File: src/minmax_pkg.sv
// shared constants and types for the min/max and limit checker
package minmax_pkg;
  localparam int VAL_W = 24;
  localparam int ADDR_W = 5;
  localparam int CLK_HZ = 20000000;
  localparam int HALF_SEC_MS = 500;
  localparam int HALF_SEC_CYC = CLK_HZ / 1000 * HALF_SEC_MS;
  localparam logic [VAL_W-1:0] FULL_COUNT = 24'h1e847f;
  // key codes on the keypad event port
  localparam logic [3:0] KEY_MAX_DIGIT = 4'h9;
  localparam logic [3:0] KEY_PROG = 4'ha;
  localparam logic [3:0] KEY_CONFIRM = 4'hb;
  localparam logic [3:0] KEY_RECALL = 4'hc;
  localparam logic [3:0] KEY_MINUS = 4'hd;
  localparam logic [3:0] PRG_MINMAX = 4'h5;
  localparam logic [3:0] PRG_LIMIT = 4'h6;
  // register byte addresses
  localparam logic [ADDR_W-1:0] ADDR_CTRL = 5'h00;
  localparam logic [ADDR_W-1:0] ADDR_STATUS = 5'h04;
  localparam logic [ADDR_W-1:0] ADDR_MIN = 5'h08;
  localparam logic [ADDR_W-1:0] ADDR_MAX = 5'h0c;
  localparam logic [ADDR_W-1:0] ADDR_LOWLIM = 5'h10;
  localparam logic [ADDR_W-1:0] ADDR_HIGHLIM = 5'h14;
  localparam logic [ADDR_W-1:0] ADDR_RANGEMAX = 5'h18;
  // control fields: function, range, zero, resolution
  localparam int SET_W = 6;
  localparam int RANGE_LSB = 2;
  localparam int RES6_BIT = 6;
  localparam logic [SET_W-1:0] SET_RST = 6'h00;
  localparam logic RES6_RST = 1'b1;
  // status fields
  localparam int ST_ACTIVE_BIT = 4;
  localparam int ST_REFUSED_BIT = 5;
  localparam int ST_LO_BIT = 6;
  localparam int ST_HI_BIT = 7;
  localparam int ST_PASS_BIT = 8;
  localparam logic [1:0] RESP_OKAY = 2'h0;
  localparam logic [1:0] RESP_SLVERR = 2'h2;

  typedef enum logic [3:0] {
    ST_IDLE = 4'h0, ST_PSEL = 4'h1, ST_MM_NUM = 4'h2, ST_MM_MSG = 4'h3,
    ST_MM_LIVE = 4'h4, ST_MM_RPRG = 4'h5, ST_MM_LOTAG = 4'h6, ST_MM_SHOWLO = 4'h7,
    ST_MM_HITAG = 4'h8, ST_MM_SHOWHI = 4'h9, ST_LM_NUM = 4'ha, ST_LM_LOP = 4'hb,
    ST_LM_LOENT = 4'hc, ST_LM_HIP = 4'hd, ST_LM_HIENT = 4'he, ST_LM_RUN = 4'hf
  } state_t;

  typedef enum logic [3:0] {
    DSP_READING = 4'h0, DSP_PROMPT = 4'h1, DSP_PRGNUM = 4'h2, DSP_MSG = 4'h3,
    DSP_LOTAG = 4'h4, DSP_HITAG = 4'h5, DSP_VALUE = 4'h6, DSP_LOLPROMPT = 4'h7,
    DSP_HILPROMPT = 4'h8, DSP_ENTRY = 4'h9, DSP_LO = 4'ha, DSP_HI = 4'hb,
    DSP_PASS = 4'hc, DSP_BLANK = 4'hd
  } disp_t;
endpackage

File: src/minmax_tracker.sv
// running minimum and maximum of signed readings
`timescale 1ns/1ps
module minmax_tracker import minmax_pkg::*; #(
  parameter int W = VAL_W
) (
  input wire logic clk_sys,
  input wire logic rst_n,
  input wire logic ce,
  input wire logic clear,
  input wire logic sampleEn,
  input wire logic signed [W-1:0] sample,
  output logic signed [W-1:0] minVal,
  output logic signed [W-1:0] maxVal,
  output logic haveFirst
);
  if (W < 22) begin : g_chk
    $error("reading width too small for full count");
  end

  // extremes keep full precision whatever the display shows
  always_ff @(posedge clk_sys) begin
    if (!rst_n) begin
      minVal <= '0;
      maxVal <= '0;
      haveFirst <= 1'b0;
    end else if (ce) begin
      if (clear) begin
        haveFirst <= 1'b0;
      end else if (sampleEn) begin
        haveFirst <= 1'b1;
        if (!haveFirst || sample < minVal) begin
          minVal <= sample;
        end
        if (!haveFirst || sample > maxVal) begin
          maxVal <= sample;
        end
      end
    end
  end
endmodule // minmax_tracker

File: config.mk
export PLATFORM = sky130hd
export DESIGN_NAME = minmax_tracker
export DESIGN_NICKNAME = d
export VERILOG_FILES = /design/src/minmax_pkg.sv /design/src/minmax_tracker.sv
export SDC_FILE = /design/constraint.sdc
export NUM_CORES = 1
export LEC_CHECK = 0
export ABC_AREA = 1
export BUFFER_PORTS_ARGS = -buffer_cell sky130_fd_sc_hd__buf_4
export CORE_MARGIN = 1.5
export CORE_UTILIZATION = 59
export DETAILED_ROUTE_END_ITERATION = 6
export PLACE_DENSITY = 0.95
export SETUP_SLACK_MARGIN = 0.15
export SKIP_CTS_REPAIR_TIMING = 1
export SYNTH_ARGS = -nofsm -noshare
export SYNTH_HDL_FRONTEND = slang
export SYNTH_SLANG_ARGS = --single-unit
File: constraint.sdc
create_clock -name clk_sys -period 2.9 [get_ports clk_sys]
set_clock_uncertainty 0.1 [all_clocks]
set_input_delay 0.29 -clock clk_sys [delete_from_list [all_inputs] [get_ports clk_sys]]
set_output_delay 0.29 -clock clk_sys [all_outputs]
set_load 0.005 [all_outputs]
; After elaboration in Yosys (flattened, before gate mapping)
; Index checks and enable logic that the tools add are counted.
[classes]
magnitude_cmp = 2
muxes = 2
bitwise = 1
reduce_logical = 7
[op_table]
columns = operator, n
row1 = > comparator 24 bit, 1
row2 = < comparator 24 bit, 1
row3 = AND reduction 4 bit, 2
row4 = logical OR 1 bit, 2
row5 = two-way mux 1 bit, 2
row6 = AND reduction 2 bit, 1
row7 = nonzero test 2 bit, 1
row8 = zero test 1 bit, 1
row9 = inverter 1 bit, 1
[totals]
regBits = 49
inputBits = 29
word_cells = 15

; Logic depth before layout (Yosys ltp)
; Gate-level depths: netlist of the first run.
[logic_depth]
depth_word = 3
depth_mapped = 19
ltp_nobuf = 18

; Worst setup path before layout of the first run
; OpenSTA, ideal clock, no wires.
[synth_path]
kind = flip-flop to flip-flop
start = reg maxVal[15]
end = reg maxVal[10]
setup_time_ps = 113
arrival_ps = 1802
required_time_ps = 2687
slack_ps = 885
stages_incl_launch_ff = 16
synth_period_minus_slack_ps = 2015
cell_sequence = dfxtp_1 -> inv_1 -> ha_1 -> nand2_1 -> nor2_1 -> nand4_2 -> nor2_4 -> nand2_2 -> nand4_1 -> nand2_1 -> nand2_1 -> nand2_2 -> buf_6 -> buf_12 -> a21oi_2 -> nor2_1
[synth_via]
elab_chain_len = 3
[synth_lines]
columns = element, line
row1 = "start, declared", minmax_tracker.sv:13  ; output logic signed [W-1:0] maxVal,
row2 = "start signal, assigned", minmax_tracker.sv:35  ; maxVal <= sample;
row3 = > comparator 24 bit, minmax_tracker.sv:34  ; if (!haveFirst || sample > maxVal) begin
row4 = logical OR 1 bit, minmax_tracker.sv:34
row5 = AND reduction 4 bit (no source line), -
; Every way passes these cells.
; A chain may end at the register's enable or synchronous reset.

; Final worst setup path of the first run
[layout_path]
start = reg maxVal[15]
end = reg maxVal[6]
; The elaborated chain is that of the path after synthesis.

==> flow_summary.json, run 1 <==
{
  "status": "finished, final reports clean",
  "reg2regPathDepth": 16,
  "netlist_area_mm2": 0.00347,
  "maxCapViolCount": 0,
  "p_leak_nw": 2.04,
  "yosysSeqAreaShare_pct": 28.3,
  "ant_nets": 0,
  "fill_cells": 463,
  "grt_pass1_vias": 3391,
  "synth_top_area_share_pct": 28.3,
  "end_kind": "flip-flop",
  "via_per_inst": 5.37,
  "period_share_pct": 86.8,
  "overflow": 0,
  "hold_start": "sampleEn",
  "first_pass_iters": 4,
  "synth.most_common_cell": "nand2_1",
  "crit_type": "reg -> reg",
  "grt_first_pass_wirelength_um": 13900,
  "start_util_pct": 61.9,
  "grt_use_met1_pct": 31.4,
  "die_height_um": 79.7,
  "cts_tree": "yes",
  "grtUsageMet2_pct": 50.6,
  "crit_fanout": 18,
  "worstHoldPathCells": 3,
  "met3_usage_pct": 4.11,
  "ir_drop_mv": 0.259,
  "hold_viol": 0,
  "yosys-top-cells-count": "nand2_1 (104), inv_1 (82), nor2_1 (63)",
  "synthArstFlopShare_pct": 0,
  "period_needed_ns": 2.52,
  "r2r-start": "maxVal[15]$_SDFFE_PN0P_",
  "relSlewSlack_pct": 65.4,
  "row_count": 27,
  "drc": 0,
  "totalWireLength_um": 8370,
  "vias": 3473,
  "drt-initial-drc-count": 237,
  "rrSetupSlack_ns": 0.38,
  "rsz0062_at_grt": "no",
  "total_power_w": 0.00159,
  "area_growth_syn_to_layout_pct": 19.8,
  "timing.rr.end": "maxVal[6]$_SDFFE_PN0P_",
  "synth_edf_count": 0,
  "cts_root_buf": "clkbuf_8",
  "avgSynthCellArea_um2": 6.81,
  "powerDensity_mw_per_mm2": 383,
  "hp-class": "in -> reg",
  "whs_endpoint": "haveFirst$_SDFFE_PN0P_",
  "drive_gt1_share_pct": 20.2,
  "tns_ns": 0,
  "timing.hold.ws_ns": 0.118,
  "ctsHtreeMaxLevel": 2,
  "yosysTopAreaCell": "dfxtp_1",
  "grt_max_degree": 97,
  "dieWidth_um": 79.7,
  "grt_util_all_layers_pct": 27.4,
  "port_buffers": 77,
  "ys_types": 25,
  "drv_slew": 0,
  "dp_hpwl_um": 6290,
  "yosysWarnings": 0,
  "insertion_delay_ns": 0.31,
  "io_pins": 78,
  "path_clk_slew_ns": 0.09,
  "ys_ff_latch": 49,
  "final_nets": 650,
  "cts.path.max_buffers": 2,
  "busiest_layer": "met2",
  "synthFlopType": "dfxtp_1",
  "worst_pin_slew_ns": 0.518,
  "cp.arrival_ns": 2.63,
  "cts_sinks": 49,
  "avgRoutedWirePerCell_um": 12.9,
  "core_area_mm2": 0.00561,
  "fmax_ghz": 0.397,
  "netlist_instances": 510,
  "synth_area_leaders": "dfxtp_1 (28%), ha_1 (17%), nand2_1 (11%), inv_1 (8.9%), nand3_1 (7.4%)",
  "worst_setup_path_start_kind": "flip-flop",
  "cts_buffers": 5,
  "synth_nets": 586,
  "routabilityCongestion": 0.940,
  "worstPathRequired_ns": 3.01,
  "antennaDiodeCount": 0,
  "die_area_mm2": 0.00635,
  "setup_viol": 0,
  "antenna_found_initial": 0
}
-- how the worst max path moves through the flow --
stage	cells after the start	endpoint	startpoint	slack, ns
6_report	16	maxVal[6]$_SDFFE_PN0P_	maxVal[15]$_SDFFE_PN0P_	0.38
5_1_grt	16	maxVal[4]$_SDFFE_PN0P_	maxVal[15]$_SDFFE_PN0P_	0.17
4_1_cts	16	maxVal[6]$_SDFFE_PN0P_	maxVal[15]$_SDFFE_PN0P_	0.27
3_5_place_dp	16	maxVal[6]$_SDFFE_PN0P_	sample[15]	0.29
3_3_place_gp	16	maxVal[5]$_SDFFE_PN0P_	sample[15]	0.40
2_1_floorplan	15	maxVal[10]$_SDFFE_PN0P_	maxVal[15]$_SDFFE_PN0P_	0.89
-- layer usage --
metal  wire length, um  part of all wire (%)  vias up
met5                 0                     0        -
met4               143                   1.7        0
li1                  -                     -     1743
met3               446                   5.3       16
met1              3610                    43     1597
met2              4170                    50      117
-- cell families after synthesis --
| logic type | Yosys count | share of synthesized area (%) |
|---|---|---|
| flops | 49 | 28.3 |
| fa+ha+maj | 47 | 16.9 |
| simple gates | 228 | 27.5 |
| compound gates | 77 | 13.8 |
| buf+inv | 109 | 13.5 |
-- cells in the final DEF, fill, tap and decap left out --
master / instances
inv_1: 82
buf_12: 3
nand2_1: 104
dfxtp_1: 49
inv_2: 2
nand4_2: 1
clkbuf_1: 2
o21bai_1: 1
clkinvlp_4: 1
nor2_1: 62
nand2_4: 1
o21a_1: 3
o21ai_1: 1
ha_1: 47
nand3_1: 51
a21oi_1: 48
nor3_1: 1
clkbuf_8: 5
a21boi_1: 1
buf_4: 79
nand4_1: 4
a21o_1: 2
o21ai_0: 1
nand2_2: 2
a21oi_2: 20
nor2_4: 2
-- sequential cells by signal (all words and copies together) (netlist names) --
signal,flops
haveFirst,1
maxVal,24
minVal,24
-- metrics by stage --
stage,cells,util (%),setup WS (ns),cell area (um2)
detailed placement,639,72.5,0.287,4070
floorplan,510,-,0.885,3470
global placement,639,72.5,0.405,4070
global route,647,74.1,0.173,4160
finish,647,74.1,0.381,4160
CTS,647,74.0,0.271,4150
-- power by group --
group | total [W] | internal (W) | switching [W]
logic | 0.000438 | 0.000201 | 0.000237
clock network | 0.000411 | 0.000171 | 0.000240
registers | 0.000744 | 0.000709 | 0.0000348
total | 0.00159 | 0.00108 | 0.000512
-- worst max-delay path, cell delays in order, from the launching register on --
cell and delay, ns:
dfxtp_1 0.39, inv_1 0.06, ha_1 0.29, nand2_1 0.08, nor2_1 0.21, nand4_2 0.16
nor2_4 0.13, nand2_2 0.07, nand3_1 0.06, nand2_1 0.05, nand2_1 0.06, nand2_1 0.09
nand2_4 0.23, buf_12 0.20, nand3_1 0.09, nand2_1 0.08, nor2_1 0.05
-- final cells by class --
class / instances / area, um2 / area share, %
clock buffer: 7 / 76.3 / 1.84
clock inverter: 1 / 7.51 / 0.181
inverter: 84 / 315 / 7.59
multi-input combinational: 352 / 2030 / 48.9
sequential: 49 / 981 / 23.6
tap: 72 / 90.1 / 2.17
timing repair buffer: 82 / 653 / 15.7
No activity file was read; power rests on OpenSTA's default activity.
==> run 2: changes to the inputs <==
CAP_MARGIN = 20   (was not set)
SKIP_CTS_REPAIR_TIMING = not set   (was 1)
clock period = 3.03 ns   (was 2.9 ns; I/O delays follow)
==> flow_summary.json, run 2 (synthesized netlist as in run 1, its figures left out) <==
{
  "p_leak_nw": 2.04,
  "drive_gt1_share_pct": 20.7,
  "worst_pin_slew_ns": 0.511,
  "die_area_mm2": 0.00635,
  "postCtsSetupBuffers": 0,
  "drv_slew": 0,
  "cp.arrival_ns": 2.69,
  "mostFrequentLayoutCell": "nand2_1",
  "drt-initial-drc-count": 313,
  "slowest_delay_ns": 0.38,
  "via_per_inst": 5.43,
  "cts_sinks": 49,
  "die_height_um": 79.7,
  "tns_ns": 0,
  "insertion_delay_ns": 0.30,
  "rsz0062_at_grt": "no",
  "totalWireLength_um": 8510,
  "relSlewSlack_pct": 66.0,
  "grt_pass1_vias": 3270,
  "setup_viol": 0,
  "reg2regPathDepth": 12,
  "crit_slowest_cell": "dfxtp_1",
  "ant_nets": 0,
  "area_growth_syn_to_layout_pct": 20.2,
  "hold_viol": 0,
  "drc": 0,
  "hp-class": "in -> reg",
  "grt_util_all_layers_pct": 27.2,
  "dp_hpwl_um": 6180,
  "dpl_worst_slack_ns": 0.481,
  "overflow": 0,
  "grt_max_degree": 97,
  "dieWidth_um": 79.7,
  "cts_tree": "yes",
  "cts_resized": 0,
  "powerDensity_mw_per_mm2": 392,
  "total_power_w": 0.00163,
  "cts_root_buf": "clkbuf_8",
  "cts.path.max_buffers": 2,
  "cts_buffers": 5,
  "crit_cells": 12,
  "start_util_pct": 61.9,
  "path_common_cell": "nor2_1",
  "maxCapViolCount": 0,
  "period_share_pct": 85.3,
  "final_cell_mix": "nand2_1 (104), inv_1 (82), buf_4 (82)",
  "port_buffers": 77,
  "path_cells": "inv_1 > ha_1 > nand2_1 > nor2_1 > nand2_1 > a21oi_1 > nor2_1 > nand3_1 > nand3_1 > buf_4 > a21oi_1 > nor2_1",
  "first_pass_iters": 5,
  "period_needed_ns": 2.58,
  "timing.hold.ws_ns": 0.128,
  "grt_first_pass_wirelength_um": 13900,
  "ctsHtreeMaxLevel": 2,
  "worst_setup_path_start_kind": "flip-flop",
  "io_pins": 78,
  "worst_slack_ns": 0.445,
  "critical_path_buf_inv_count": 2,
  "fmax_ghz": 0.387,
  "cts_hold_buf": 0,
  "core_area_mm2": 0.00561,
  "crit_fanout": 20,
  "final_nets": 651,
  "vias": 3516,
  "end_kind": "flip-flop",
  "worstPathRequired_ns": 3.14,
  "crit_type": "reg -> reg",
  "antenna_found_initial": 0,
  "reg.largest.list": "maxVal: 24 flops, minVal: 24 flops, haveFirst: 1 flops",
  "worstHoldPathCells": 3,
  "antennaDiodeCount": 0,
  "routabilityCongestion": 0.833,
  "path_clk_slew_ns": 0.10,
  "row_count": 27,
  "avgRoutedWirePerCell_um": 13.1,
  "ir_drop_mv": 0.275,
  "cp_top_family": "simple AND/OR/NAND/NOR gates",
  "status": "finished, final reports clean"
}
-- run 2: changes by cell type in the layout (fill, tap and decap cells not counted), sizes merged --
| cell | delta |
|---|---|
| bufinv | +1 |
| buf | +1 |
| clkbuf | -1 |
-- run 2: worst paths after layout --
path	from	end	slack [ns]
worst min-delay path	sampleEn	haveFirst$_SDFFE_PN0P_	0.13
worst max register to register	minVal[23]$_SDFFE_PN0P_	minVal[1]$_SDFFE_PN0P_	0.45
worst min register to register	maxVal[15]$_SDFFE_PN0P_	maxVal[15]$_SDFFE_PN0P_	0.41
worst max-delay path	minVal[23]$_SDFFE_PN0P_	minVal[1]$_SDFFE_PN0P_	0.45
-- run 2: layout make-up --
cell class | count | area, um2
clock buffers | 6 | 82.6
well taps | 72 | 90.1
repair buffers | 83 | 636
fillers | 440 | 1440
clock inverters | 2 | 37.5
inverters | 84 | 315
multi-input cells | 352 | 2030
flip-flops and latches | 49 | 981
-- run 2: power by group --
| group | leakage (nW) | total (W) | switching, W | internal, W |
|---|---|---|---|---|
| Clock | 0.0574 | 0.000500 | 0.000232 | 0.000269 |
| Combinational | 1.59 | 0.000422 | 0.000231 | 0.000191 |
| Sequential | 0.401 | 0.000711 | 0.0000327 | 0.000679 |
| Total | 2.04 | 0.00163 | 0.000495 | 0.00114 |
-- run 2: stage by stage --
stage / util [%] / std cells / cell area [um2]
detailed placement: 72.2 / 640 / 4050
finish: 74.4 / 648 / 4170
global route: 74.4 / 648 / 4170
global placement: 72.2 / 640 / 4050
floorplan: - / 510 / 3470
CTS: 74.4 / 648 / 4170
-- run 2: routing by layer --
metal	GRT usage (%)	vias to the layer above	part of all wire (%)	wire length [um]
met5	0	-	0	0
met2	48.0	156	49	4160
met3	4.34	20	7.0	595
met1	33.2	1589	42	3590
met4	9.30	0	2.0	172
li1	-	1751	-	-
-- run 2: worst min-delay path: cells and delay by family --
kind            cells  cell delay, ns
compound gates      1            0.05
simple gates        1            0.07
buf+inv             1            0.08
